==> src/supervisor_pkg.sv <==
// ==========================================================
// Shared constants for the supply and clock supervisor
package supervisor_pkg;
  // Clock period of sys_clk
  localparam int CLK_PERIOD_NS = 50;
  // Settling time for one comparator injection step (least time, rounded up)
  localparam int SETTLE_NS = 500;
  localparam int SETTLE_CYC = (SETTLE_NS + CLK_PERIOD_NS - 1) / CLK_PERIOD_NS;
  // Clock monitor measurement window
  localparam int WINDOW_NS = 10000;
  localparam int WINDOW_CYC = WINDOW_NS / CLK_PERIOD_NS;
  // Nominal internal oscillator rate and allowed deviation
  localparam int OSC_NOMINAL_KHZ = 2000;
  localparam int OSC_TOL_PCT = 30;
  localparam int EDGE_NOM = OSC_NOMINAL_KHZ * WINDOW_NS / 1000000;
  localparam int EDGE_MIN = EDGE_NOM * (100 - OSC_TOL_PCT) / 100;
  localparam int EDGE_MAX = EDGE_NOM * (100 + OSC_TOL_PCT) / 100;
  // Startup clock monitor check lasts two windows plus margin
  localparam int CMBIST_CYC = 2 * WINDOW_CYC + 8;
  localparam int TIMER_W = 10;
  // Primary status bit positions
  localparam int PST_UV = 0;
  localparam int PST_OV = 1;
  localparam int PST_SELFTEST = 2;
  localparam int PST_CLKMON = 3;
  // Secondary status bit positions
  localparam int SST_POS_UV = 0;
  localparam int SST_POS_OV = 1;
  localparam int SST_NEG_UV = 2;
  localparam int SST_NEG_OV = 3;
  localparam int SST_SELFTEST = 4;
  localparam int SST_CLKMON = 5;
  // Regulator monitor injection codes
  localparam logic [1:0] INJ_NONE = 2'h0;
  localparam logic [1:0] INJ_UV = 2'h1;
  localparam logic [1:0] INJ_OV = 2'h2;
  // Simulated supply codes used during the comparator self-test
  localparam logic [7:0] SIM_LOW = 8'h00;
  localparam logic [7:0] SIM_HIGH = 8'hff;
  // Supervisor sequence
  typedef enum logic [2:0] {
    ST_POWERUP = 3'h0,
    ST_COMPARATOR_SELFTEST_UV = 3'h1,
    ST_COMPARATOR_SELFTEST_OV = 3'h2,
    ST_CMBIST = 3'h3,
    ST_RUN = 3'h4
  } supv_state_t;
endpackage

==> src/clock_monitor.sv <==
`timescale 1ns/1ps
// ==========================================================
// Oscillator watchdog: counts rising edges per window
module clock_monitor #(
  parameter int WIN_CYC = supervisor_pkg::WINDOW_CYC,
  parameter int MIN_EDGES = supervisor_pkg::EDGE_MIN,
  parameter int MAX_EDGES = supervisor_pkg::EDGE_MAX
) (
  input wire logic sys_clk,
  input wire logic rst,
  input wire logic enable,
  input wire logic emulate,
  input wire logic oscPin,
  output logic fault
);
  localparam logic [9:0] WIN_LAST = 10'(WIN_CYC - 1);
  localparam logic [7:0] EMIN = 8'(MIN_EDGES);
  localparam logic [7:0] EMAX = 8'(MAX_EDGES);

  typedef struct packed {
    logic sync1;
    logic sync2;
    logic prevLvl;
    logic emuPrev;
    logic [9:0] winCnt;
    logic [7:0] edgeCnt;
    logic fault;
  } mon_state_t;

  mon_state_t st_reg, st_next;
  logic lvl; // Observed level, forced low while emulating
  logic rise;
  logic [7:0] total;

  // ==========================================================
  // Next state
  always_comb begin
    st_next = st_reg;
    st_next.sync1 = oscPin;
    st_next.sync2 = st_reg.sync1;
    lvl = st_reg.sync2 & ~emulate; // Emulation stalls the observed clock only
    rise = lvl & ~st_reg.prevLvl;
    st_next.prevLvl = lvl;
    st_next.emuPrev = emulate;
    st_next.fault = 1'b0;
    total = (st_reg.edgeCnt == 8'hff) ? 8'hff : st_reg.edgeCnt + {7'h00, rise};
    if (!enable || (emulate != st_reg.emuPrev)) begin
      // Restart so a window never mixes emulated and real edges
      st_next.winCnt = 10'h000;
      st_next.edgeCnt = 8'h00;
    end else if (st_reg.winCnt == WIN_LAST) begin
      // Zero edges covers stuck high and stuck low
      st_next.fault = (total < EMIN) || (total > EMAX);
      st_next.winCnt = 10'h000;
      st_next.edgeCnt = 8'h00;
    end else begin
      st_next.winCnt = st_reg.winCnt + 10'h001;
      st_next.edgeCnt = total;
    end
  end

  // ==========================================================
  // State register
  always_ff @(posedge sys_clk) begin
    if (rst) begin
      st_reg <= '0;
    end else begin
      st_reg <= st_next;
    end
  end

  assign fault = st_reg.fault;
endmodule

==> src/supply_clock_fault_supervisor.sv <==
`timescale 1ns/1ps
// What this block does
// - Power up needs valid primary supply, secondary positive above its UV threshold
// - Driver off, gate held low from first clock after reset until supplies valid
// - Gate follows latest command unless a fault overrides
// - Serial interface disabled during primary undervoltage
// - Separate disables, one enable for negative supply
// - Each supply threshold is programmable
// - Six supply flags in two status words
// - Comparator self-test runs at every power-up
// - Self-test injects simulated levels internally only
// - Failed self-test sets its side's fault flag
// - Function self-tests started from two control words
// - Clock fault on stuck or off-frequency oscillator
// - Clock monitors enabled from the startup monitor check on
// - Primary clock fault: flag, safe state, alarm
// - Secondary clock fault: flag, alarm, no gate effect
// - Clock monitor integrity check at every startup
// - Trigger bits emulate a clock failure
// - Self-test fault pulls gate low, maskable alarm
module supply_clock_fault_supervisor (
  input wire logic sys_clk,
  input wire logic rst,
  input wire logic [7:0] primarySupplyCode,
  input wire logic [7:0] secposSupplyCode,
  input wire logic [7:0] secnegSupplyCode,
  input wire logic [7:0] primaryUvThreshold,
  input wire logic [7:0] primaryOvThreshold,
  input wire logic [7:0] secposUvThreshold,
  input wire logic [7:0] secposOvThreshold,
  input wire logic [7:0] secnegUvThreshold,
  input wire logic [7:0] secnegOvThreshold,
  input wire logic primaryUvDisable,
  input wire logic primaryOvDisable,
  input wire logic secposUvDisable,
  input wire logic secposOvDisable,
  input wire logic secnegUvovEnable,
  input wire logic [3:0] regMonitorFlags,
  input wire logic intSuppliesOk,
  input wire logic primaryOsc,
  input wire logic secondaryOsc,
  input wire logic enableDriverCmd,
  input wire logic disableDriverCmd,
  input wire logic primaryClockCheckTrigger,
  input wire logic secondaryClockCheckTrigger,
  input wire logic clockFaultSafeState,
  input wire logic primarySelftestAlarmMask,
  input wire logic secondarySelftestAlarmMask,
  input wire logic clkmonSideAAlarmMask,
  input wire logic clkmonSideBAlarmMask,
  input wire logic [3:0] functionTestCtrlA,
  input wire logic [2:0] functionTestCtrlB,
  output logic driverOutputEnable,
  output logic driverGateHigh,
  output logic gateHoldLow,
  output logic spiEnable,
  output logic faultAlarmN,
  output logic [3:0] primaryStatus,
  output logic [5:0] secondaryStatus,
  output logic [1:0] primaryRegInject,
  output logic [1:0] secondaryRegInject,
  output logic [6:0] functionTestStart,
  output logic powerUpDone
);
  localparam logic [9:0] SETTLE_LAST = 10'(supervisor_pkg::SETTLE_CYC - 1);
  localparam logic [9:0] CMBIST_LAST = 10'(supervisor_pkg::CMBIST_CYC - 1);

  // ==========================================================
  // All state of the supervisor
  typedef struct packed {
    supervisor_pkg::supv_state_t state;
    logic [9:0] timer;
    logic [3:0] regSync1; // Regulator monitor flags, first stage
    logic [3:0] regSync2;
    logic intOk1;
    logic intOk;
    logic cmdOn; // Latest driver command
    logic pUv, pOv, sUv2, sOv2, sUv3, sOv3;
    logic stFailP, stFailS; // Sticky self-test faults
    logic clkA, clkB; // Sticky clock monitor faults
    logic seenA, seenB; // Startup monitor check saw a fault
    logic [6:0] ftPrev;
    logic drvEn, gateHigh, holdLow, spiEn, alarmN, upDone;
    logic [1:0] pInj, sInj;
    logic [6:0] ftStart;
  } supv_t;

  supv_t st_reg, st_next;
  logic monEnable, emuA, emuB, faultA, faultB;
  logic rangeOk, supplyValid, supplyFault;
  logic [6:0] ftCtrl;

  // ==========================================================
  // Oscillator watchdogs, one per side
  clock_monitor monA (
    .sys_clk(sys_clk),
    .rst(rst),
    .enable(monEnable),
    .emulate(emuA),
    .oscPin(primaryOsc),
    .fault(faultA)
  );

  clock_monitor monB (
    .sys_clk(sys_clk),
    .rst(rst),
    .enable(monEnable),
    .emulate(emuB),
    .oscPin(secondaryOsc),
    .fault(faultB)
  );

  // ==========================================================
  // Next state
  always_comb begin
    st_next = st_reg;
    st_next.regSync1 = regMonitorFlags;
    st_next.regSync2 = st_reg.regSync1;
    st_next.intOk1 = intSuppliesOk;
    st_next.intOk = st_reg.intOk1;
    ftCtrl = {functionTestCtrlB, functionTestCtrlA};
    // Monitors stay off until the sequence reaches the startup monitor check
    monEnable = (st_reg.state == supervisor_pkg::ST_CMBIST) ||
                (st_reg.state == supervisor_pkg::ST_RUN);
    emuA = (st_reg.state == supervisor_pkg::ST_CMBIST) ||
           ((st_reg.state == supervisor_pkg::ST_RUN) && primaryClockCheckTrigger);
    emuB = (st_reg.state == supervisor_pkg::ST_CMBIST) ||
           ((st_reg.state == supervisor_pkg::ST_RUN) && secondaryClockCheckTrigger);
    // Power-up window uses the programmed rising thresholds
    rangeOk = (primarySupplyCode > primaryUvThreshold) &&
              (primarySupplyCode < primaryOvThreshold) &&
              (secposSupplyCode > secposUvThreshold);
    // Disable wins when both commands arrive together
    if (disableDriverCmd) begin
      st_next.cmdOn = 1'b0;
    end else if (enableDriverCmd) begin
      st_next.cmdOn = 1'b1;
    end
    case (st_reg.state)
      supervisor_pkg::ST_POWERUP: begin
        // Wait for supplies before any self-test
        st_next.timer = 10'h000;
        if (rangeOk) begin
          st_next.state = supervisor_pkg::ST_COMPARATOR_SELFTEST_UV;
        end
      end
      supervisor_pkg::ST_COMPARATOR_SELFTEST_UV: begin
        // Simulated low code and regulator UV injection; rails untouched
        if (st_reg.timer == SETTLE_LAST) begin
          if (!(supervisor_pkg::SIM_LOW < primaryUvThreshold) || !st_reg.regSync2[0]) begin
            st_next.stFailP = 1'b1;
          end
          if (!(supervisor_pkg::SIM_LOW < secposUvThreshold) ||
              !(supervisor_pkg::SIM_LOW < secnegUvThreshold) || !st_reg.regSync2[2]) begin
            st_next.stFailS = 1'b1;
          end
          st_next.timer = 10'h000;
          st_next.state = supervisor_pkg::ST_COMPARATOR_SELFTEST_OV;
        end else begin
          st_next.timer = st_reg.timer + 10'h001;
        end
      end
      supervisor_pkg::ST_COMPARATOR_SELFTEST_OV: begin
        // Simulated high code and regulator OV injection
        if (st_reg.timer == SETTLE_LAST) begin
          if (!(supervisor_pkg::SIM_HIGH > primaryOvThreshold) || !st_reg.regSync2[1]) begin
            st_next.stFailP = 1'b1;
          end
          if (!(supervisor_pkg::SIM_HIGH > secposOvThreshold) ||
              !(supervisor_pkg::SIM_HIGH > secnegOvThreshold) || !st_reg.regSync2[3]) begin
            st_next.stFailS = 1'b1;
          end
          st_next.timer = 10'h000;
          st_next.state = supervisor_pkg::ST_CMBIST;
        end else begin
          st_next.timer = st_reg.timer + 10'h001;
        end
      end
      supervisor_pkg::ST_CMBIST: begin
        // Both monitors must flag the emulated failure in time
        if (faultA) begin
          st_next.seenA = 1'b1;
        end
        if (faultB) begin
          st_next.seenB = 1'b1;
        end
        if (st_reg.timer == CMBIST_LAST) begin
          st_next.stFailP = st_reg.stFailP | ~st_next.seenA;
          st_next.stFailS = st_reg.stFailS | ~st_next.seenB;
          st_next.state = supervisor_pkg::ST_RUN;
        end else begin
          st_next.timer = st_reg.timer + 10'h001;
        end
      end
      supervisor_pkg::ST_RUN: begin
        // Clock faults are sticky; only a power cycle clears them
        if (faultA) begin
          st_next.clkA = 1'b1;
        end
        if (faultB) begin
          st_next.clkB = 1'b1;
        end
      end
      default: begin
        st_next.state = supervisor_pkg::ST_POWERUP;
      end
    endcase
    // Live supply flags, gated by their control bits; both negative flags share one enable
    if (st_reg.state == supervisor_pkg::ST_RUN) begin
      st_next.pUv = !primaryUvDisable && (primarySupplyCode < primaryUvThreshold);
      st_next.pOv = !primaryOvDisable && (primarySupplyCode > primaryOvThreshold);
      st_next.sUv2 = !secposUvDisable && (secposSupplyCode < secposUvThreshold);
      st_next.sOv2 = !secposOvDisable && (secposSupplyCode > secposOvThreshold);
      st_next.sUv3 = secnegUvovEnable && (secnegSupplyCode < secnegUvThreshold);
      st_next.sOv3 = secnegUvovEnable && (secnegSupplyCode > secnegOvThreshold);
    end else begin
      st_next.pUv = 1'b0;
      st_next.pOv = 1'b0;
      st_next.sUv2 = 1'b0;
      st_next.sOv2 = 1'b0;
      st_next.sUv3 = 1'b0;
      st_next.sOv3 = 1'b0;
    end
    supplyFault = st_next.pUv | st_next.pOv | st_next.sUv2 | st_next.sOv2 |
                  st_next.sUv3 | st_next.sOv3;
    supplyValid = (st_next.state == supervisor_pkg::ST_RUN) && st_reg.intOk;
    // Gate priority: no supply, self-test, primary clock, supply fault, command
    if (!supplyValid) begin
      st_next.gateHigh = 1'b0;
    end else if (st_next.stFailP || st_next.stFailS) begin
      st_next.gateHigh = 1'b0;
    end else if (st_next.clkA) begin
      st_next.gateHigh = clockFaultSafeState;
    end else if (supplyFault) begin
      st_next.gateHigh = 1'b0;
    end else begin
      st_next.gateHigh = st_next.cmdOn;
    end
    st_next.drvEn = supplyValid;
    st_next.holdLow = !supplyValid;
    st_next.upDone = st_next.state == supervisor_pkg::ST_RUN;
    st_next.spiEn = !(primarySupplyCode < primaryUvThreshold);
    st_next.alarmN = !((st_next.stFailP && !primarySelftestAlarmMask) ||
                       (st_next.stFailS && !secondarySelftestAlarmMask) ||
                       (st_next.clkA && !clkmonSideAAlarmMask) ||
                       (st_next.clkB && !clkmonSideBAlarmMask));
    // Regulator monitor injection only during the comparator self-test
    case (st_next.state)
      supervisor_pkg::ST_COMPARATOR_SELFTEST_UV: begin
        st_next.pInj = supervisor_pkg::INJ_UV;
        st_next.sInj = supervisor_pkg::INJ_UV;
      end
      supervisor_pkg::ST_COMPARATOR_SELFTEST_OV: begin
        st_next.pInj = supervisor_pkg::INJ_OV;
        st_next.sInj = supervisor_pkg::INJ_OV;
      end
      default: begin
        st_next.pInj = supervisor_pkg::INJ_NONE;
        st_next.sInj = supervisor_pkg::INJ_NONE;
      end
    endcase
    // One-cycle start strobe per function test on a rising control bit
    st_next.ftPrev = ftCtrl;
    st_next.ftStart = (st_reg.state == supervisor_pkg::ST_RUN) ?
                      (ftCtrl & ~st_reg.ftPrev) : 7'h00;
  end

  // ==========================================================
  // State register; reset is the power-on reset
  always_ff @(posedge sys_clk) begin
    if (rst) begin
      st_reg <= '0;
    end else begin
      st_reg <= st_next;
    end
  end

  assign driverOutputEnable = st_reg.drvEn;
  assign driverGateHigh = st_reg.gateHigh;
  assign gateHoldLow = st_reg.holdLow;
  assign spiEnable = st_reg.spiEn;
  assign faultAlarmN = st_reg.alarmN;
  assign primaryStatus = {st_reg.clkA, st_reg.stFailP, st_reg.pOv, st_reg.pUv};
  assign secondaryStatus = {st_reg.clkB, st_reg.stFailS, st_reg.sOv3, st_reg.sUv3,
                            st_reg.sOv2, st_reg.sUv2};
  assign primaryRegInject = st_reg.pInj;
  assign secondaryRegInject = st_reg.sInj;
  assign functionTestStart = st_reg.ftStart;
  assign powerUpDone = st_reg.upDone;
endmodule

==> config.mk <==
export PLATFORM = sky130hd
export DESIGN_NAME = supply_clock_fault_supervisor
export DESIGN_NICKNAME = d
export VERILOG_FILES = /design/src/supervisor_pkg.sv /design/src/clock_monitor.sv /design/src/supply_clock_fault_supervisor.sv
export SDC_FILE = /design/constraint.sdc
export NUM_CORES = 1
export LEC_CHECK = 0
export ABC_AREA = 1
export ABC_CLOCK_PERIOD_IN_PS = 2470
export BUFFER_PORTS_ARGS = -buffer_cell sky130_fd_sc_hd__clkbuf_2
export CAP_MARGIN = 20
export CORE_MARGIN = 2
export CORE_UTILIZATION = 50
export DETAILED_ROUTE_END_ITERATION = 7
export PLACE_DENSITY = 0.81
export SLEW_MARGIN = 20
export SYNTH_ARGS = -nofsm -noshare
export SYNTH_HDL_FRONTEND = slang
export SYNTH_SLANG_ARGS = --single-unit
==> constraint.sdc <==
create_clock -name sys_clk -period 2.47 [get_ports sys_clk]
set_clock_uncertainty 0.05 [all_clocks]
set_input_delay 0.1235 -clock sys_clk [delete_from_list [all_inputs] [get_ports sys_clk]]
set_output_delay 0.1235 -clock sys_clk [all_outputs]
set_load 0.02 [all_outputs]
==> summary.md, run 1 <==
| Metric | Value |
|---|---|
| Register area share after synthesis | `35.23%` |
| CORE AREA | `11470 um^2` |
| Initial Util | `51.53%` |
| Chip Height | `between 100 and 150 um` |
| Largest net degree at the start of global routing | `33` |
| Via-to-Cell Ratio | `4.750` |
| Via count | `5287` |
| Leak pwr | `3.616 nW` |
| Synth Instances | `833` |
| Synth top area share | `about a third` |
| Hold Path Origin | `primarySelftestAlarmMask` |
| Count leader, synth | `nand2_1` |
| Minimum clock period | `2321 ps` |
| DIE WIDTH | `112.7 um` |
| Rows | `39` |
| CP max FO | `5` |
| Clk sinks | `roughly 100` |
| Power Density | `slightly below 500 nW/um^2` |
| Synth unique cells | `38` |
| Global-route wire length before repair | `21420 um` |
| Worst-Margin Slew | `between 700 and 800 ps` |
| Synth area leader | `dfxtp_1` |
| Die area | `12700 um^2` |
| Setup TNS | `0 ps` |
| Wirelength per Cell | `11.51 um` |
| Worst-case reg-to-reg path depth | `18` |
| Post-synth net total | `990` |
| Mapped Area | `5909 um^2` |
| Clock Tree Buf Depth | `2` |
| Peak supply drop | `0.5303 mV` |
| Status | `finished clean` |
| I/O Pins | `about 130` |
| Worst R2R Start | `st_reg[59]$_SDFF_PP0_` |
| CP required | `2660 ps` |
| R2R Setup Slk | `about 150 ps` |
| Top FF cell, synth | `dfxtp_1` |
| Largest cells by area after synthesis | `dfxtp_1 (35%), ha_1 (12%), nand2_1 (10%), inv_1 (9.5%), nor2_1 (7.3%)` |
| Gpl congestion | `0.8951` |
| IO Port Bufs | `about 130` |
| Crit end category | `flip-flop` |
| Dpl hpwl | `9928 um` |
| Ant diodes | `0` |
| Fraction of layout cells with a size suffix above 1 | `21.24%` |
| Clock Root Buffer | `clkbuf_16` |
| Clk_lat worst skew | `between 300 and 400 ps` |
| Final Cycle Share | `93.97%` |
| Initial detailed-routing violation count | `~220` |
| Min-Delay Path Depth | `3` |
| Max reg flops | `28` |
| Fmax | `430.8 MHz` |
| Residual DRC | `0` |
| Crit start category | `flip-flop` |
| Max H-tree Level | `3` |
| Post-DRT Antenna Nets | `0` |
| Hold Path Class | `in -> reg` |
| GRT overflow | `0` |
| Kind of critical path | `reg -> reg` |
| Initial antenna violation count | `0` |
| Vias in the first global route | `5021` |
| Slew HR | `between 40% and 50%` |
| CTS tree | `done` |
| WHS | `around 11 ps` |
| Final #Nets | `around 1.1k` |
| Avg Inst Size Synth | `7.094 um^2` |
| Number of synthesized flops with an enable pin | `0` |
| Gr usage total | `20.41%` |
| Area of the multi-input gates | `3069 um^2` |
| Max cap viols | `0` |
| Filler cell count | `around 1000` |
| Post-Route WL | `12810 um` |
| Final hold viol count | `0` |
| Critical register-to-register path endpoint | `monB.fault$_SDFF_PP0_` |
| Most frequent cells after synthesis | `nand2_1 (164), inv_1 (150), nor2_1 (115)` |
| Synth Register Bits | `about 100` |
| Ys async rst share | `0%` |
| Area grow syn2layout | `19.42%` |
| Worst endpoint data arrival time | `between 2000 and 3000 ps` |
| Num CTS Buffers | `9` |
| Initial DRT Pass Iterations | `5` |
| Hold path endpoint | `faultAlarmN$_SDFF_PP0_` |
| Final setup fails | `0` |
| Yosys warning count | `0` |
| Worst-path clk slew | `70 ps` |
| FF/Latch Area | `2086 um^2` |
| Slew Limit Fails | `0` |
| Tot Pwr | `3.465 mW` |
-- worst max-delay path, cell delays in order (launching register included) --
cell,delay (ps)
dfxtp_2,360
inv_4,60
nand2_4,80
nor2_4,50
or2_4,240
nand2_2,80
nand2_2,60
nor2_2,100
ha_2,220
ha_4,140
inv_1,40
nor2_2,100
nand2_1,90
xor2_1,160
nand2_1,80
inv_2,70
nand3_1,80
nor2_1,120
nor2_1,50
-- worst max path at each step --
stage                     slack [ps]                     to  depth (start not counted)                  start
final                            150  monB.fault$_SDFF_PP0_                         18  st_reg[59]$_SDFF_PP0_
after CTS                         80  monB.fault$_SDFF_PP0_                         18  st_reg[59]$_SDFF_PP0_
after floorplan                  100  monB.fault$_SDFF_PP0_                         21  st_reg[59]$_SDFF_PP0_
after detailed placement         100  monB.fault$_SDFF_PP0_                         18  st_reg[59]$_SDFF_PP0_
after global routing             -50  monA.fault$_SDFF_PP0_                         15  st_reg[59]$_SDFF_PP0_
after global placement           180  monB.fault$_SDFF_PP0_                         19  st_reg[59]$_SDFF_PP0_
-- report_power, final --
part | internal [mW] | total (mW) | switching, mW
Sequential | 1.70 | 1.71 | 0.00875
Clock | 0.723 | 1.36 | 0.633
Combinational | 0.182 | 0.398 | 0.216
Total | 2.61 | 3.46 | 0.858
-- layout by cell type (no fill, tap or decap), drive strengths merged --
| master | instances |
|---|---|
| a211oi | 2 |
| dfxtp | 104 |
| o21a | 3 |
| xor2 | 10 |
| clkbuf | 138 |
| o2111ai | 2 |
| dlygate4sd3 | 16 |
| nand3 | 44 |
| o21ai | 11 |
| ha | 55 |
| nor4 | 1 |
| buf | 7 |
| a21oi | 51 |
| nand3b | 1 |
| nor3 | 25 |
| inv | 157 |
| nor3b | 1 |
| nand2 | 168 |
| or2 | 8 |
| clkinvlp | 2 |
| clkinv | 1 |
| a21o | 4 |
| o21bai | 3 |
| and3 | 1 |
| xnor2 | 3 |
| nand4 | 14 |
| nor2 | 136 |
| o22ai | 2 |
-- logic make-up after synthesis --
| family | count (synthesis) | synth area share, % |
|---|---|---|
| AO/OA/AOI/OAI | 78 | 7.665 |
| XOR/XNOR | 13 | 1.927 |
| adder cells (fa/ha/maj) | 55 | 11.65 |
| buffers and inverters | 184 | 13.42 |
| flip-flops | 104 | 35.23 |
| AND/OR/NAND/NOR | 399 | 30.11 |
-- per-layer routing --
layer	up-vias	part of all wire [%]	GRT usage (%)
met4	0	2.4	7.805
met2	131	48	35.97
li1	2852	-	-
met1	2278	45	24.90
met3	26	4.6	3.482
met5	-	0	0
-- metrics by stage --
stage,instances,worst slack [ps],instance area (um^2),util (%)
finish,1113,148.9,7057,61.54
global route,1113,-53.40,7057,61.54
CTS,1110,81.41,6993,60.98
detailed placement,1078,102.3,6544,57.06
global placement,1078,180.3,6544,57.06
floorplan,833,103.1,5909,-
-- area by class of cell --
class / instances / area share, %
clock buffer: 10 / 3.387
clock inverter: 6 / 0.7092
inverter: 154 / 8.227
multi-input combinational: 545 / 43.49
sequential: 104 / 29.56
tap: 143 / 2.535
timing repair buffer: 151 / 12.09
-- repair_timing --
| action | 4_1_cts | 5_1_grt |
|---|---|---|
| hold buffers | 16 | 0 |
| hold endpoints to repair | 23 | 0 |
| buffers inserted | 0 | 3 |
| resized for setup | 0 | 15 |
| endpoints found under the setup margin | 0 | 2 |
Note: power is estimated with default switching activity, not from simulation.
==> inputs of run 2 (changes only) <==
Settings changed: RECOVER_POWER from default to 50.
==> run 2 against run 1 <==
  * The run now ends with capacitance limit, slew limit left
  * Critical endpoint unchanged
  * Sequential cell count is the same
  * Final area shrank 0.55%
  * Global-route usage is the same
  * Via count grew 0.13%
  * Non-clock buffer count is the same
  * Setup slack gained 4.2 ps
  * Die area is the same
  * First-iteration DRC count shrank 7.8%
  * Routed wire length grew 0.18%
  * Largest cell class unchanged
==> summary.md, run 2 (synthesis gave the netlist of run 1 again) <==
| Metric | Value |
|---|---|
| IO Port Bufs | `128 (unchanged)` |
| Switching share of power | `24.78% (was 24.77%)` |
| Leak pwr | `3.518 nW (was 3.616 nW)` |
| Via count | `5294 (was 5287)` |
| Max incr delay on CP | `360 ps (about the same)` |
| DIE WIDTH | `112.7 um (unchanged)` |
| Crit end category | `flip-flop (unchanged)` |
| CORE AREA | `11470 um^2 (unchanged)` |
| Failing checks | `capacitance limit, slew limit` |
| Setup TNS | `0 ps (unchanged)` |
| Initial antenna violation count | `0 (unchanged)` |
| CP required | `2660 ps (about the same)` |
| Internal | `2.604 mW (was 2.607 mW)` |
| Final setup fails | `0 (unchanged)` |
| Max reg flops | `28 (unchanged)` |
| Vias in the first global route | `5021 (unchanged)` |
| Fmax | `431.6 MHz (was 430.8 MHz)` |
| Worst endpoint data arrival time | `2510 ps (about the same)` |
| Ant diodes | `0 (unchanged)` |
| GRT overflow | `0 (unchanged)` |
| DP Worst Slack | `102.3 ps (unchanged)` |
| Final #Nets | `1122 (unchanged)` |
| Worst-Margin Slew | `1620 ps (was 750.8 ps)` |
| Global-route wire length before repair | `21420 um (unchanged)` |
| Wirelength per Cell | `11.53 um (was 11.51 um)` |
| Final Cycle Share | `93.80% (was 93.97%)` |
| Crit start category | `flip-flop (unchanged)` |
| Reg power frac | `49.4% (about the same)` |
| Final Cell Area | `7018 um^2 (was 7057 um^2)` |
| Sw Pwr | `0.8578 mW (was 0.8582 mW)` |
| CP max FO | `5 (unchanged)` |
| Initial DRT Pass Iterations | `6 (was 5)` |
| Clock Tree Buf Depth | `2 (unchanged)` |
| Post-Route WL | `12830 um (was 12810 um)` |
| Gpl congestion | `0.8951 (unchanged)` |
| Residual DRC | `0 (unchanged)` |
| Final hold viol count | `0 (unchanged)` |
| Placed insts | `1078 (unchanged)` |
| Comb power frac | `11.4% (was 11.5%)` |
| Final setup margin | `153.1 ps (was 148.9 ps)` |
| Clk_lat worst skew | `340 ps (about the same)` |
| Fraction of layout cells with a size suffix above 1 | `18.25% (was 21.24%)` |
| Most common cell after layout, fill and taps aside | `nand2_1 (unchanged)` |
| Dominant delay contributor by cell family on the critical path | `simple AND/OR/NAND/NOR gates (unchanged)` |
| Kind of critical path | `reg -> reg (unchanged)` |
| Slew HR | `-8.011% (was 49.95%)` |
| Largest net degree at the start of global routing | `33 (unchanged)` |
| Max cap viols | `1 (was 0)` |
| Non-filler instance count after layout | `1113 (unchanged)` |
| Status | `finished with violations (was finished clean)` |
| DP Area | `6544 um^2 (unchanged)` |
| Via-to-Cell Ratio | `4.757 (was 4.750)` |
| Initial detailed-routing violation count | `202 (was 219)` |
| Post-DRT Antenna Nets | `0 (unchanged)` |
| Max H-tree Level | `3 (unchanged)` |
| Die area | `12700 um^2 (unchanged)` |
| Worst path bufs/invs | `3 (unchanged)` |
| Rows | `39 (unchanged)` |
| Gr usage total | `20.41% (unchanged)` |
| Dpl hpwl | `9928 um (unchanged)` |
| Tot Pwr | `3.462 mW (was 3.465 mW)` |
| Worst-path clk slew | `70 ps (about the same)` |
| Num CTS Buffers | `9 (unchanged)` |
| I/O Pins | `129 (unchanged)` |
| Crit path max-delay cell type | `dfxtp_2 (unchanged)` |
| WHS | `11.81 ps (was 11.42 ps)` |
| Util after Layout | `61.20% (was 61.54%)` |
| Clock Root Buffer | `clkbuf_16 (unchanged)` |
| Clk sinks | `104 (unchanged)` |
| Power Density | `493.4 nW/um^2 (was 491.0 nW/um^2)` |
| Slew Limit Fails | `33 (was 0)` |
| Hold Path Class | `in -> reg (unchanged)` |
| Minimum clock period | `2317 ps (was 2321 ps)` |
| Clock power share | `39.2% (about the same)` |
| Area grow syn2layout | `18.76% (was 19.42%)` |
| Highest-count cells in the layout ignoring fill and taps | `nand2_1 (162), inv_1 (149), nor2_1 (113) (was nand2_1 (162), inv_1 (149), clkbuf_2 (128))` |
| CTS tree | `done (unchanged)` |
| Initial Util | `51.53% (unchanged)` |
| Critical path, cell by cell | `inv_4 > nand2_4 > nor2_4 > or2_4 > nand2_2 > nand2_2 > nor2_2 > ha_2 > ha_4 > inv_1 > nor2_2 > nand2_1 > xor2_1 > nand2_1 > inv_2 > nand3_1 > nor2_1 > nor2_1 (unchanged)` |
| Chip Height | `112.7 um (unchanged)` |
| Peak supply drop | `0.5302 mV (was 0.5303 mV)` |
## run 2: cell types whose count changed in the layout (fill, tap and decap cells not counted)
cell	previous run	this run
buf_4	7	6
clkbuf_1	0	29
clkbuf_2	128	100
## run 2: per-layer routing
metal / routed length [um] / vias to the layer above / GRT usage, % / share of wire (%)
met5: 0 / - / 0 / 0
li1: - / 2850 / - / -
met4: 297 / 0 / 7.805 / 2.3
met2: 6154 / 146 / 35.97 / 48
met1: 5752 / 2272 / 24.90 / 45
met3: 626 / 26 / 3.482 / 4.9
## run 2: power by group through the flow
stage / registers, mW / clock network, mW / logic (mW)
3_3_place_gp: 1.75 / 0 / 0.368
3_5_place_dp: 1.75 / 0 / 0.376
2_1_floorplan: 1.75 / 0 / 0.222
4_1_cts: 1.71 / 1.39 / 0.398
5_1_grt: 1.71 / 1.45 / 0.461
6_report: 1.71 / 1.36 / 0.396
## run 2: worst paths after layout
path,startpoint,endpoint,slack (ps),cells after the start
min reg2reg,st_reg[19]$_SDFF_PP0_,functionTestStart[2]$_SDFF_PP0_,340,1
max reg2reg,st_reg[59]$_SDFF_PP0_,monB.fault$_SDFF_PP0_,150,18
min,primarySelftestAlarmMask,faultAlarmN$_SDFF_PP0_,10,3
max,st_reg[59]$_SDFF_PP0_,monB.fault$_SDFF_PP0_,150,18
## run 2: timing repair
action	in CTS	in global routing
buffers inserted	0	3
hold endpoints to repair	23	0
hold buffers	16	0
resized for setup	0	15
endpoints found under the setup margin	0	2
## run 2: worst reg2reg max path: cells and delay by family, from the launching register on
family	cells	cell delay, ps
AND/OR/NAND/NOR	12	1110
flip-flops	1	360
adder cells (fa/ha/maj)	2	360
buffers and inverters	3	170
XOR/XNOR	1	160
## run 2: area by class of cell
type | count | area [um^2]
Fill cell | 986 | 4449
Multi-Input combinational cell | 545 | 3069
Sequential cell | 104 | 2086
Timing Repair Buffer | 151 | 814.5
Inverter | 154 | 580.6
Clock buffer | 10 | 239.0
Tap cell | 143 | 178.9
Clock inverter | 6 | 50.05
